<file path="config.mk">
export PLATFORM = sky130hd
export DESIGN_NAME = charger_fault_restart_policy
export DESIGN_NICKNAME = d
export VERILOG_FILES = /design/src/restart_policy_pkg.sv /design/src/restart_timer_if.sv /design/src/restart_delay_timer.sv /design/src/charger_fault_restart_policy.sv
export SDC_FILE = /design/constraint.sdc
export NUM_CORES = 1
export LEC_CHECK = 0
export BUFFER_PORTS_ARGS = -buffer_cell sky130_fd_sc_hd__buf_4
export CORE_MARGIN = 1
export CORE_UTILIZATION = 30
export DETAILED_ROUTE_END_ITERATION = 10
export GPL_TIMING_DRIVEN = 0
export PLACE_DENSITY_LB_ADDON = 0.12
export RECOVER_POWER = 50
export SETUP_SLACK_MARGIN = 0.05
export SLEW_MARGIN = 20
export SYNTH_ARGS = -nofsm -noshare
export SYNTH_HDL_FRONTEND = slang
export SYNTH_SLANG_ARGS = --single-unit
</file>
<file path="constraint.sdc">
create_clock -name i_ref_clk -period 6.6 [get_ports i_ref_clk]
set_input_delay 0.66 -clock i_ref_clk [delete_from_list [all_inputs] [get_ports i_ref_clk]]
set_output_delay 0.66 -clock i_ref_clk [all_outputs]
set_load 0.01 [all_outputs]
</file>
<file path="src/restart_policy_pkg.sv">
// Purpose: constants for the fault restart policy block
// Assumes: 125 MHz reference clock
// Notes:   config register sits at its documented byte address
package restart_policy_pkg;
  // ****************************************************************
  // register map
  // ****************************************************************
  localparam logic [7:0] CFG_ADDR       = 8'h46;
  localparam logic [7:0] CFG_RESET      = 8'h00;
  localparam int         DELAY_MSB      = 7;
  localparam int         DELAY_LSB      = 4;
  localparam int         VOLT_INH_BIT   = 3;
  localparam int         DISC_INH_BIT   = 2;
  localparam int         LOWV_INH_BIT   = 1;
  localparam int         TEMP_INH_BIT   = 0;
  localparam int         DELAY_W        = DELAY_MSB - DELAY_LSB + 1;
  localparam logic [DELAY_W-1:0] DELAY_OFF = 4'h0;

  // ****************************************************************
  // timing
  // ****************************************************************
  localparam logic [63:0] CLK_HZ        = 64'd125000000;
  localparam logic [63:0] HALF_HOUR_S   = 64'd1800;
  localparam int          STEP_W        = 40;
  localparam logic [STEP_W-1:0] HALF_HOUR_CYCLES =
    STEP_W'(HALF_HOUR_S * CLK_HZ);

  typedef enum logic {T_IDLE, T_RUN} timer_state_t;
endpackage : restart_policy_pkg

</file>
<file path="src/restart_timer_if.sv">
// Purpose: link between policy logic and restart delay timer
// Assumes: single clock domain
// Notes:   ctrl drives, tmr answers with a one-cycle expire
`timescale 1ns/1ps
`default_nettype none
interface restart_timer_if;
  logic                                  start;
  logic                                  clear;
  logic [restart_policy_pkg::DELAY_W-1:0] delay;
  logic                                  expire;
  modport ctrl (output start, output clear, output delay, input expire);
  modport tmr  (input start, input clear, input delay, output expire);
endinterface : restart_timer_if
`default_nettype wire

</file>
<file path="src/restart_delay_timer.sv">
// Purpose: half-hour step delay counter for timer-fault restart
// Assumes: clear dominates start
// Notes:   expire pulses once when the programmed delay has run out
`timescale 1ns/1ps
`default_nettype none
module restart_delay_timer #(
  parameter logic [restart_policy_pkg::STEP_W-1:0] STEP_CYCLES =
    restart_policy_pkg::HALF_HOUR_CYCLES
) (
  input  wire logic       i_ref_clk, // reference clock
  input  wire logic       i_nrst,    // sync reset, active low
  restart_timer_if.tmr    tif        // control link
);
  localparam int DW = restart_policy_pkg::DELAY_W;
  localparam int SW = restart_policy_pkg::STEP_W;

  restart_policy_pkg::timer_state_t state_r;
  logic [SW-1:0] cyc_r;
  logic [DW-1:0] half_r;
  logic [DW-1:0] target_r;
  logic          expire_r;

  // ****************************************************************
  // counter
  // ****************************************************************
  always_ff @(posedge i_ref_clk) begin
    if (!i_nrst) begin
      state_r  <= restart_policy_pkg::T_IDLE;
      cyc_r    <= '0;
      half_r   <= '0;
      target_r <= '0;
      expire_r <= 1'b0;
    end else begin
      expire_r <= 1'b0;
      if (tif.clear) begin
        state_r <= restart_policy_pkg::T_IDLE;
        cyc_r   <= '0;
        half_r  <= '0;
      end else begin
        case (state_r)
          restart_policy_pkg::T_IDLE: begin
            if (tif.start) begin
              state_r  <= restart_policy_pkg::T_RUN;
              target_r <= tif.delay;
              cyc_r    <= '0;
              half_r   <= '0;
            end
          end
          restart_policy_pkg::T_RUN: begin
            if (cyc_r == STEP_CYCLES - SW'(1)) begin
              cyc_r <= '0;
              if (half_r + DW'(1) == target_r) begin
                expire_r <= 1'b1;
                state_r  <= restart_policy_pkg::T_IDLE;
              end else begin
                half_r <= half_r + DW'(1);
              end
            end else begin
              cyc_r <= cyc_r + SW'(1);
            end
          end
          default: state_r <= restart_policy_pkg::T_IDLE;
        endcase
      end
    end
  end

  assign tif.expire = expire_r;
endmodule : restart_delay_timer
`default_nettype wire

</file>
<file path="src/charger_fault_restart_policy.sv">
// Purpose: restart policy after charger faults
// Assumes: fault and comparator inputs are levels from neighbour logic
// Notes:   restart and resume are one-cycle pulses to the sequencer
// Function
// - timer fault restarts at stage 0 after delay
// - zero delay field disables delayed restart
// - inhibited fault cancels pending timed restart
// - stage 2 fault, low voltage restarts
// - stage 1 fault, voltage rise restarts
// - stage 0 fault, threshold reached restarts
// - inhibit bit blocks all voltage restarts
// - inhibited disconnect stops until enable cycled
// - inhibited low voltage stops until enable cycled
// - inhibited temperature stops until enable cycled
// - inhibition evaluated for every fault independently
// - restart resets stage timers, resume does not
`timescale 1ns/1ps
`default_nettype none
module charger_fault_restart_policy #(
  parameter logic [restart_policy_pkg::STEP_W-1:0] STEP_CYCLES =
    restart_policy_pkg::HALF_HOUR_CYCLES
) (
  input  wire logic       i_ref_clk,     // reference clock
  input  wire logic       i_nrst,        // sync reset, active low
  input  wire logic [7:0] i_reg_addr,    // register address
  input  wire logic [7:0] i_reg_wdata,   // register write data
  input  wire logic       i_reg_wr,      // write strobe
  output logic      [7:0] o_reg_rdata,   // registered read data
  input  wire logic       i_charge_en,   // charge enable control level
  input  wire logic       i_s0_tfault,   // stage0 timer fault flag
  input  wire logic       i_s1_tfault,   // stage1 timer fault flag
  input  wire logic       i_s2_tfault,   // stage2 timer fault flag
  input  wire logic       i_vbat_le_s1s0,// vbat at/below s1->s0 level
  input  wire logic       i_vbat_rise5,  // vbat rose by 5 percent
  input  wire logic       i_vbat_ge_98,  // vbat at 98 percent of vs2
  input  wire logic       i_vbat_ge_s0s1,// vbat at/above s0->s1 level
  input  wire logic       i_disc_fault,  // battery disconnect fault
  input  wire logic       i_lowv_fault,  // low battery voltage fault
  input  wire logic       i_temp_fault,  // battery temperature fault
  output logic            o_restart,     // restart at stage 0 pulse
  output logic            o_timer_reset, // reset stage timers pulse
  output logic            o_resume,      // resume after temp fault
  output logic            o_locked_off,  // stopped until enable cycled
  output logic            o_charge_run   // charging permitted
);

  logic [7:0] cfg_r;
  logic [7:0] rdata_r;
  logic       locked_r;
  logic       tfault_d_r;
  logic       temp_d_r;
  logic       restart_r;
  logic       treset_r;
  logic       resume_r;
  logic       run_r;
  logic       lock_set;
  logic       tfault_any;
  logic       volt_cond;
  logic       may_restart;

  restart_timer_if tif ();

  restart_delay_timer #(.STEP_CYCLES(STEP_CYCLES)) u_delay (
    .i_ref_clk (i_ref_clk),
    .i_nrst    (i_nrst),
    .tif       (tif)
  );

  // ****************************************************************
  // register
  // ****************************************************************
  always_ff @(posedge i_ref_clk) begin
    if (!i_nrst) begin
      cfg_r <= restart_policy_pkg::CFG_RESET;
    end else if (i_reg_wr && i_reg_addr == restart_policy_pkg::CFG_ADDR) begin
      cfg_r <= i_reg_wdata;
    end
  end

  always_ff @(posedge i_ref_clk) begin
    if (!i_nrst) begin
      rdata_r <= 8'h00;
    end else if (i_reg_addr == restart_policy_pkg::CFG_ADDR) begin
      rdata_r <= cfg_r;
    end else begin
      rdata_r <= 8'h00;
    end
  end

  // ****************************************************************
  // fault inhibition
  // ****************************************************************
  assign lock_set =
    (i_disc_fault & cfg_r[restart_policy_pkg::DISC_INH_BIT])
    | (i_lowv_fault & cfg_r[restart_policy_pkg::LOWV_INH_BIT])
    | (i_temp_fault & cfg_r[restart_policy_pkg::TEMP_INH_BIT]);

  // set wins over the enable-low clear
  always_ff @(posedge i_ref_clk) begin
    if (!i_nrst) begin
      locked_r <= 1'b0;
    end else begin
      locked_r <= lock_set | (locked_r & i_charge_en);
    end
  end

  assign tfault_any  = i_s0_tfault | i_s1_tfault | i_s2_tfault;
  assign may_restart = i_charge_en & ~locked_r & ~lock_set & ~restart_r;

  assign volt_cond = ~cfg_r[restart_policy_pkg::VOLT_INH_BIT] & (
      (i_s2_tfault & i_vbat_le_s1s0)
    | (i_s1_tfault & (i_vbat_rise5 | i_vbat_ge_98))
    | (i_s0_tfault & i_vbat_ge_s0s1));

  // ****************************************************************
  // delay timer control
  // ****************************************************************
  assign tif.delay = cfg_r[restart_policy_pkg::DELAY_MSB:
                           restart_policy_pkg::DELAY_LSB];
  assign tif.start = tfault_any & ~tfault_d_r & ~locked_r & ~lock_set
                   & (tif.delay != restart_policy_pkg::DELAY_OFF);
  assign tif.clear = ~i_charge_en | locked_r | lock_set;

  always_ff @(posedge i_ref_clk) begin
    if (!i_nrst) begin
      tfault_d_r <= 1'b0;
      temp_d_r   <= 1'b0;
    end else begin
      tfault_d_r <= tfault_any;
      temp_d_r   <= i_temp_fault;
    end
  end

  // ****************************************************************
  // restart and resume
  // ****************************************************************
  always_ff @(posedge i_ref_clk) begin
    if (!i_nrst) begin
      restart_r <= 1'b0;
      treset_r  <= 1'b0;
      resume_r  <= 1'b0;
    end else begin
      restart_r <= may_restart & (tif.expire | volt_cond);
      treset_r  <= may_restart & (tif.expire | volt_cond);
      resume_r  <= i_charge_en & ~locked_r & ~lock_set & temp_d_r
                 & ~i_temp_fault;
    end
  end

  always_ff @(posedge i_ref_clk) begin
    if (!i_nrst) begin
      run_r <= 1'b0;
    end else begin
      run_r <= i_charge_en & ~locked_r & ~lock_set & ~tfault_any
             & ~i_temp_fault & ~i_disc_fault & ~i_lowv_fault;
    end
  end

  assign o_reg_rdata   = rdata_r;
  assign o_restart     = restart_r;
  assign o_timer_reset = treset_r;
  assign o_resume      = resume_r;
  assign o_locked_off  = locked_r;
  assign o_charge_run  = run_r;
endmodule : charger_fault_restart_policy
`default_nettype wire

</file>
* After elaboration in Yosys (flattened, before gate mapping)
Cells that the tools add are included.
** Operators by class
- Muxes and demuxes :: 12
- Add/sub/neg operators :: 2
- Reductions and logical operators :: 7
- Bitwise logic cells :: 47
- Eq/ne operators :: 6
** Operators by type and width (number)
- two-way mux 40 bit :: 2
- case mux 40 bit (2 select lines) :: 1
- adder 40 x 1 -> 40 bit, second input constant :: 1
- equality test 40 x 38 -> 1 bit, second input constant :: 1
- bitwise AND 1 bit :: 22
- NOT 1 bit :: 14
- two-way mux 4 bit :: 3
- OR 1 bit :: 11
- equality test 8 x 7 -> 1 bit, second input constant :: 1
- case mux 4 bit (2 select lines) :: 1
- != test 2 bit, second input constant :: 3
- AND reduction 3 bit :: 2
- adder 4 x 1 -> 4 bit, second input constant :: 1
- equality test 4 bit :: 1
- two-way mux 1 bit :: 4
- nonzero test 4 bit :: 1
- OR reduction 4 bit :: 1
- case mux 1 bit (2 select lines) :: 1
- AND reduction 2 bit :: 1
- OR reduction 2 bit :: 1
- logical AND 1 bit :: 1
** Storage, ports and cells
- Flip-flop bits (word level) :: 72
- Bits of input ports :: 30
- Output and inout port bits :: 13
- Logic and storage cells :: 87

* Depth between registers and ports, before layout
Gate-level depths: netlist of run 1.
- Depth in word-level cells :: 9
- Gate-level depth with buffers :: 8
- Depth with buffers taken out :: 6

* By module
From an unflattened synthesis of run 1, not the netlist that was laid out.
** Second synthesis, totals
- Cells, all modules :: 431
- Area, all modules :: 3589.7 um^2
** By module, submodules not included
- restart_delay_timer :: times used 1, cells each 348, area an instance 2765.2 um^2, sequential area each 1001.0 um^2
- charger_fault_restart_policy :: times used 1, cells each 83, area an instance 824.5 um^2, sequential area each 440.4 um^2

* Worst setup path after synthesis of run 1
No wires, ideal clock.
- Path kind :: input port to flip-flop
- Start :: input port i_disc_fault
- End :: register u_delay.cyc_r[22]
- Data required time :: 6466 ps
- Library setup time :: 134 ps
- Arrival time :: 2160 ps
- Slack :: 4307 ps
- Stages :: 7
- Path through :: a222oi_1 > nor2b_1 > a21oi_1 > clkbuf_1 > nand2_1 > clkbuf_1 > a31oi_1
** Between the ends
- Longest elaborated chain between the ends :: 7
** RTL lines
- from (decl) :: RTL line charger_fault_restart_policy.sv:37 : input wire logic i_disc_fault,
- bitwise AND 1 bit (*) :: RTL line charger_fault_restart_policy.sv:94 : (i_disc_fault & cfg_r[restart_policy_pkg::DISC_INH_BIT])
- OR 1 bit (*) :: RTL line charger_fault_restart_policy.sv:95 : | (i_lowv_fault & cfg_r[restart_policy_pkg::LOWV_INH_BIT])
- OR 1 bit (*) :: RTL line charger_fault_restart_policy.sv:96 : | (i_temp_fault & cfg_r[restart_policy_pkg::TEMP_INH_BIT]);
- NOT 1 bit :: RTL line charger_fault_restart_policy.sv:120 : assign tif.start = tfault_any & ~tfault_d_r & ~locked_r & ~lock_set
- bitwise AND 1 bit :: RTL line charger_fault_restart_policy.sv:120
- bitwise AND 1 bit :: RTL line charger_fault_restart_policy.sv:121 : & (tif.delay != restart_policy_pkg::DELAY_OFF);
- != test 2 bit (no source line)
- to (signal assigned) :: RTL line restart_delay_timer.sv:59 : cyc_r <= cyc_r + SW'(1);
- to (decl) :: RTL line restart_delay_timer.sv:18 : logic [SW-1:0] cyc_r;
Mark *: on every way between the ends. The rest lies on a longest branch, timed or not.
A chain may end at the register's enable or synchronous reset.

* Worst setup path in the final report of run 1
- Start :: input port i_disc_fault
- End :: register u_delay.cyc_r[30]
The elaborated chain is that of the path after synthesis.

==> impl_summary.log, run 1 <==
INFO  metric fp.dieArea = 12300 sq um
INFO  metric synth.area.top_cells = sky130_fd_sc_hd__dfxtp_1 41%, sky130_fd_sc_hd__a31oi_1 6.0%, sky130_fd_sc_hd__mux2i_1 4.5%
INFO  metric seqCellArea = 1440 sq um
INFO  metric pin_count_of_the_biggest_net_entering_global_routing = 13
INFO  metric post_synth_instance_area = 3550 sq um
INFO  metric worstSetupEndpointType = flop
INFO  metric detail_route.vias_per_cell = 5.56
INFO  metric synth_top_area_cell = sky130_fd_sc_hd__dfxtp_1
INFO  metric gp_routability_congestion = 0.808
INFO  metric post_synth_most_frequent_cells = 72 x sky130_fd_sc_hd__dfxtp_1, 34 x sky130_fd_sc_hd__a31oi_1, 25 x sky130_fd_sc_hd__nand2_1, 25 x sky130_fd_sc_hd__nand4_1, 19 x sky130_fd_sc_hd__nand3_1
INFO  metric hold_ws = 452 ps
INFO  metric max_stage_delay = 900 ps
INFO  metric post-cts-setup-buffers = 0
INFO  metric critPathArrivalTime = 3280 ps
INFO  metric grtUsageTotal = 0.180
INFO  metric tns = 0 ps
INFO  metric io_pins = 43
INFO  metric drt_drc_violations_left = 0
INFO  metric worstHoldPathCells = 1
INFO  metric cpMaxStageDelayCell = sky130_fd_sc_hd__a211oi_1
INFO  metric std_cell_rows = 39
INFO  metric seq_area_frac_synth = 0.406
INFO  metric coreArea = 11500 sq um
INFO  metric p_clk_frac = 0.518
INFO  metric cts_buf_count = 9
INFO  metric layout_worst_path_cycle_share = 0.458
INFO  metric syn_to_final_growth = 21.2%
INFO  metric clock_path_buffers = 2
INFO  metric crit_path_cell_trace = clkbuf_4 > a222oi_1 > nand4b_1 > a211oi_1 > buf_2 > a31oi_1 > o22ai_1
INFO  metric yosysUniqueCellTypes = 47
INFO  metric vias = 3367
INFO  metric total_power = 0.991 mW
INFO  metric syn-instance-count = 406
INFO  metric layout.nets = 491
INFO  metric combPwrFrac = 0.040
INFO  metric final_hold_viol_count = 0
INFO  metric grt_pass1_vias = 3273
INFO  metric drv_slew = 0
INFO  metric cts_tree = built
INFO  metric cts.repair.resized = 0
INFO  metric clock_insertion_delay_worst_skew = 340 ps
INFO  metric intPower = 0.783 mW
INFO  metric ys_warn_count = 0
INFO  metric sw_frac = 0.210
INFO  metric number_of_cells_on_the_worst_reg_to_reg_path = 6
INFO  metric area_of_placed_instances = 4050 sq um
INFO  metric setup-violations-final = 0
INFO  metric holdBufCountCts = 0
INFO  metric initial_utilization = 0.310
INFO  metric syn-num-nets = 438
INFO  metric leakage = 1.43 nW
INFO  metric seq_power_share = 0.442
INFO  metric fin_skew = 5.44 ps
INFO  metric synth-edff-count = 0
INFO  metric fmaxAchievable = 331 MHz
INFO  metric layout.filler_cells = 1204
INFO  metric postLayoutCellArea = 4310 sq um
INFO  metric critical_path_peak_fanout = 10
INFO  metric synthFlopType = sky130_fd_sc_hd__dfxtp_1
INFO  metric antenna_cells_inserted = 0
INFO  metric port_buffers = 42
INFO  metric antenna_found_initial = 0
INFO  metric cts-root-buf = sky130_fd_sc_hd__clkbuf_16
INFO  metric synthArstFlopShare = 0
INFO  metric net-switching-power = 0.208 mW
INFO  metric required = 6860 ps
INFO  metric cellPowerDensity = 230 nW/um^2
INFO  metric timing.final.crit_period = 3030 ps
INFO  metric ant_nets = 0
INFO  metric die-height = 111 um
INFO  metric drtIter0Drc = 217
INFO  metric timing_worst_setup_path_type = in -> reg
INFO  metric cp-start-kind = input port
INFO  metric place_worst_setup_slack = 3230 ps
INFO  metric min-delay-path-class = reg -> reg
INFO  metric rsz0062_at_grt = false
INFO  metric drt-pass1-iter-count = 5
INFO  metric final.setup.worst_slack = 3570 ps
INFO  metric synth.ff_latch_count = 72
INFO  metric grt_pass1_wl = 17.2 mm
INFO  metric detail_route.wl_per_cell = 17.4 um
INFO  metric most_frequent_cell_after_synthesis = sky130_fd_sc_hd__dfxtp_1
INFO  metric cts.reportedPaths.clkPinSlew = 60 ps
INFO  metric gr-total-overflow = 0
INFO  metric run_status = completed
INFO  metric routed_wl = 10.5 mm
INFO  metric detailed_place_hpwl = 7.37 mm
INFO  metric clkSinkCount = 72
INFO  metric vdd_ir_drop_max = 0.000212 V
INFO  metric share_of_the_synthesized_area_in_the_top_cell_type = 0.406
INFO  metric worst_slew_pin_slew = 895 ps
INFO  metric die_w = 111 um
INFO  metric post_synthesis_average_cell_area = 8.75 sq um
INFO  metric cap_violations = 0
INFO  metric number_of_h_tree_levels = 3
INFO  metric timing.max_slew.rel_slack = 0.400
INFO  metric post_route_cells_drive_above_1_share = 0.117
INFO  metric multi_input_area = 1940 sq um
## layout make-up
cell class	count	area share
Tap cell	143	0.0416
Timing Repair Buffer	42	0.0610
Inverter	14	0.0122
Buffer	29	0.0282
Multi-Input combinational cell	291	0.450
Clock buffer	10	0.0532
Sequential cell	72	0.335
Clock inverter	5	0.0192
## cells in the final DEF, fill, tap and decap left out, drive strengths merged, types with 3 or more instances in the layout
master and n:
dfxtp 72, and3 14, and4 6, nor2 7, o21ai 14, nor4 11, nand2b 4, xor2 5
a41oi 9, mux2i 16, a31oi 34, xnor2 7, buf 34, clkinvlp 3, and2 5, nand4 25
nand2 25, or3 5, nor4bb 3, nand3b 9, a21oi 8, clkbuf 47, nand3 20, inv 14
o22ai 7, nor2b 14, or4 5, nor3 12, o211ai 4
## power by group through the flow
stage | combinational (mW) | sequential, mW | clock (mW)
finish | 0.0394 | 0.438 | 0.514
global placement | 0.0404 | 0.447 | 0
detailed placement | 0.0408 | 0.447 | 0
CTS | 0.0409 | 0.438 | 0.532
global route | 0.0431 | 0.438 | 0.549
floorplan | 0.0166 | 0.447 | 0
## worst max-delay path: cells and delay by family
| family | cells | cell delay (ps) |
|---|---|---|
| AO/OA/AOI/OAI | 4 | 1630 |
| buffers and inverters | 2 | 510 |
| AND/OR/NAND/NOR | 1 | 480 |
## per-stage QoR
stage,util,std cells
5_1_grt,0.375,606
2_1_floorplan,-,406
3_5_place_dp,0.353,591
3_3_place_gp,0.353,591
6_report,0.375,606
4_1_cts,0.380,606
## per-layer routing
metal  up-vias  wire length (um)  track usage
li1       1661                 -            -
met1      1612              4720        0.222
met2        88              5170        0.304
met3         6               538       0.0508
met4         0               104       0.0516
met5         -                 0            0
## kinds of logic (layout without fill, tap and decap cells)
logic type | Yosys count | count (layout) | synth area share
and+or+nand+nor | 173 | 173 | 0.301
AOI/OAI and AO/OA | 88 | 88 | 0.163
DFF | 72 | 72 | 0.406
buffers and inverters | 43 | 100 | 0.0493
muxes | 16 | 16 | 0.0451
xor gates and xnor gates | 12 | 12 | 0.0296
adders and majority gates | 2 | 2 | 0.00704
## final timing paths
check	startpoint	to	slack [ps]
min	o_timer_reset	o_timer_reset	450
max	i_disc_fault	u_delay.cyc_r[30]	3570
max reg2reg	cfg_r[2]	u_delay.cyc_r[30]	3710
min reg2reg	o_timer_reset	o_timer_reset	450
## sequential cells by signal (all words and copies together) (netlist names), 4 cells and up
name	flops
u_delay.target_r	4
o_reg_rdata	8
u_delay.cyc_r	40
cfg_r	8
u_delay.half_r	4
No activity file was read; power rests on OpenSTA's default activity.
==> run 2: changes to the inputs <==
==> constraint.sdc (replaced) <==
create_clock -name i_ref_clk -period 3.1 [get_ports i_ref_clk]
set_input_delay 0.31 -clock i_ref_clk [delete_from_list [all_inputs] [get_ports i_ref_clk]]
set_output_delay 0.31 -clock i_ref_clk [all_outputs]
set_load 0.01 [all_outputs]
==> run 2 against run 1 <==
  * Critical path type is now reg -> reg
  * Worst hold slack got worse by 290 ps
  * Global-route usage unchanged
  * Sequential cell count did not move
  * Sequential power is 110% higher
==> impl_summary.log, run 2 (synthesized netlist as in run 1, its figures left out) <==
INFO  metric fmaxAchievable = 360 MHz
INFO  metric worst_slew_pin_slew = 729 ps
INFO  metric sw_frac = 0.210
INFO  metric clock_path_buffers = 2
INFO  metric net-switching-power = 0.442 mW
INFO  metric grtUsageTotal = 0.180
INFO  metric postLayoutCellArea = 4310 sq um
INFO  metric globalRoute.busiestLayer = met2
INFO  metric run_status = completed
INFO  metric final.setup.worst_slack = 319 ps
INFO  metric place_worst_setup_slack = 76.5 ps
INFO  metric die_w = 111 um
INFO  metric cpMaxStageDelayCell = sky130_fd_sc_hd__a222oi_1
INFO  metric timing.final.crit_period = 2780 ps
INFO  metric total_power = 2.11 mW
INFO  metric drtIter0Drc = 228
INFO  metric cap_violations = 0
INFO  metric hold_ws = 162 ps
INFO  metric drv_slew = 0
INFO  metric fin_skew = 4.78 ps
INFO  metric number_of_h_tree_levels = 3
INFO  metric cts.reportedPaths.clkPinSlew = 60 ps
INFO  metric grt_pass1_wl = 17.2 mm
INFO  metric pin_count_of_the_biggest_net_entering_global_routing = 13
INFO  metric fin_cells = 606
INFO  metric timing.critical_path.buf_inv = 2
INFO  metric drt-pass1-iter-count = 5
INFO  metric vias = 3335
INFO  metric layout_worst_path_cycle_share = 0.897
INFO  metric final_cell_mix = 72 x sky130_fd_sc_hd__dfxtp_1, 34 x sky130_fd_sc_hd__clkbuf_1, 34 x sky130_fd_sc_hd__a31oi_1
INFO  metric routed_wl = 10.5 mm
INFO  metric use_met1 = 0.222
INFO  metric worst_hold_startpoint = i_temp_fault
INFO  metric clkSinkCount = 72
INFO  metric final_hold_viol_count = 0
INFO  metric die-height = 111 um
INFO  metric seq_power_share = 0.442
INFO  metric detail_route.wl_per_cell = 17.3 um
INFO  metric regMostFlops = u_delay.cyc_r
INFO  metric antenna_cells_inserted = 0
INFO  metric cts_tree = built
INFO  metric combPwrFrac = 0.040
INFO  metric groute.layer.met2.usage = 0.304
INFO  metric met3_usage = 0.0508
INFO  metric std_cell_rows = 39
INFO  metric required = 3360 ps
INFO  metric crit_path_cell_trace = a222oi_1 > nor2b_1 > and3_1 > clkbuf_1 > nand2_1 > clkbuf_1 > a31oi_1
INFO  metric critical_path_peak_fanout = 10
INFO  metric rsz0062_at_grt = false
INFO  metric drt_drc_violations_left = 0
INFO  metric tns = 0 ps
INFO  metric worstSetupEndpointType = flop
INFO  metric cts-root-buf = sky130_fd_sc_hd__clkbuf_16
INFO  metric layout.nets = 491
INFO  metric timing.max_slew.rel_slack = 0.509
INFO  metric cellPowerDensity = 489 nW/um^2
INFO  metric most_common_library_cell_in_the_layout_ignoring_fill_and_taps = sky130_fd_sc_hd__dfxtp_1
INFO  metric r2r_start = cfg_r[2]
INFO  metric clock_insertion_delay_worst_skew = 340 ps
INFO  metric fp.dieArea = 12300 sq um
INFO  metric post_route_cells_drive_above_1_share = 0.119
INFO  metric detail_route.vias_per_cell = 5.50
INFO  metric startpoint = cfg_r[2]
INFO  metric gr-total-overflow = 0
INFO  metric io_pins = 43
INFO  metric min-delay-path-class = in -> reg
INFO  metric holdBufCountCts = 0
INFO  metric cts_buf_count = 9
INFO  metric ant_nets = 0
INFO  metric syn_to_final_growth = 21.3%
INFO  metric setup-violations-final = 0
INFO  metric layout.filler_cells = 1203
INFO  metric cp-start-kind = flop
INFO  metric area_of_placed_instances = 4050 sq um
INFO  metric largest_register_ff_count = 40
INFO  metric leakage = 1.43 nW
INFO  metric initial_utilization = 0.310
INFO  metric critPathMostFrequentCell = sky130_fd_sc_hd__clkbuf_1
INFO  metric intPower = 1.67 mW
INFO  metric p_clk_frac = 0.518
INFO  metric timing_worst_setup_path_type = reg -> reg
INFO  metric coreArea = 11500 sq um
INFO  metric postLayoutCoreUtil = 0.376
INFO  metric port_buffers = 42
INFO  metric grt_pass1_vias = 3273
INFO  metric dp.cells = 591
INFO  metric critPathTopFamily = simple AND/OR/NAND/NOR gates
INFO  metric vdd_ir_drop_max = 0.000451 V
INFO  metric antenna_found_initial = 0
INFO  metric critPathArrivalTime = 3040 ps
INFO  metric detailed_place_hpwl = 7.37 mm
INFO  metric max_stage_delay = 460 ps
INFO  metric gp_routability_congestion = 0.808
[run 2: changes by cell type in the layout (fill, tap and decap cells not counted), sizes merged]
cell,change
clkbuf,-2
buf,+2
[run 2: path summary, 6_finish.rpt]
kind	slack, ps	end	cells after the start
worst max-delay path	320	u_delay.cyc_r[27]	7
worst min-delay path	160	o_resume	2
worst max register to register	320	u_delay.cyc_r[27]	7
worst min register to register	450	o_timer_reset	1
[run 2: layer usage]
metal / wire, um / vias to the layer above / part of all wire
li1: - / 1659 / -
met1: 4760 / 1599 / 0.46
met2: 5130 / 73 / 0.49
met3: 473 / 4 / 0.045
met4: 95 / 0 / 0.0091
met5: 0 / - / 0
[run 2: power groups by stage]
stage	Combinational [mW]	Clock, mW	Sequential [mW]
2_1_floorplan	0.0354	0	0.952
3_3_place_gp	0.0861	0	0.952
3_5_place_dp	0.0868	0	0.952
4_1_cts	0.0870	1.13	0.932
5_1_grt	0.0921	1.17	0.932
6_report	0.0839	1.09	0.932
[run 2: what timing repair did]
action                     4_1_cts  5_1_grt
setup endpoints to repair        0        5
setup buffers                    0        0
gates resized for setup          0        1
[run 2: cell type report]
class | instances | area, sq um | share of cell area
Tap cell | 143 | 179 | 0.0415
Inverter | 14 | 52.6 | 0.0122
Clock buffer | 10 | 229 | 0.0531
Clock inverter | 5 | 82.6 | 0.0192
Sequential cell | 72 | 1440 | 0.334
Multi-Input combinational cell | 291 | 1940 | 0.451
Timing Repair Buffer | 42 | 263 | 0.0610
Buffer | 29 | 121 | 0.0282
[run 2: worst register-to-register path, stage by stage (launching register included)]
cell	delay (ps)
sky130_fd_sc_hd__dfxtp_1	320
sky130_fd_sc_hd__a222oi_1	460
sky130_fd_sc_hd__nor2b_1	320
sky130_fd_sc_hd__and3_1	200
sky130_fd_sc_hd__clkbuf_1	360
sky130_fd_sc_hd__nand2_1	390
sky130_fd_sc_hd__clkbuf_1	380
sky130_fd_sc_hd__a31oi_1	270
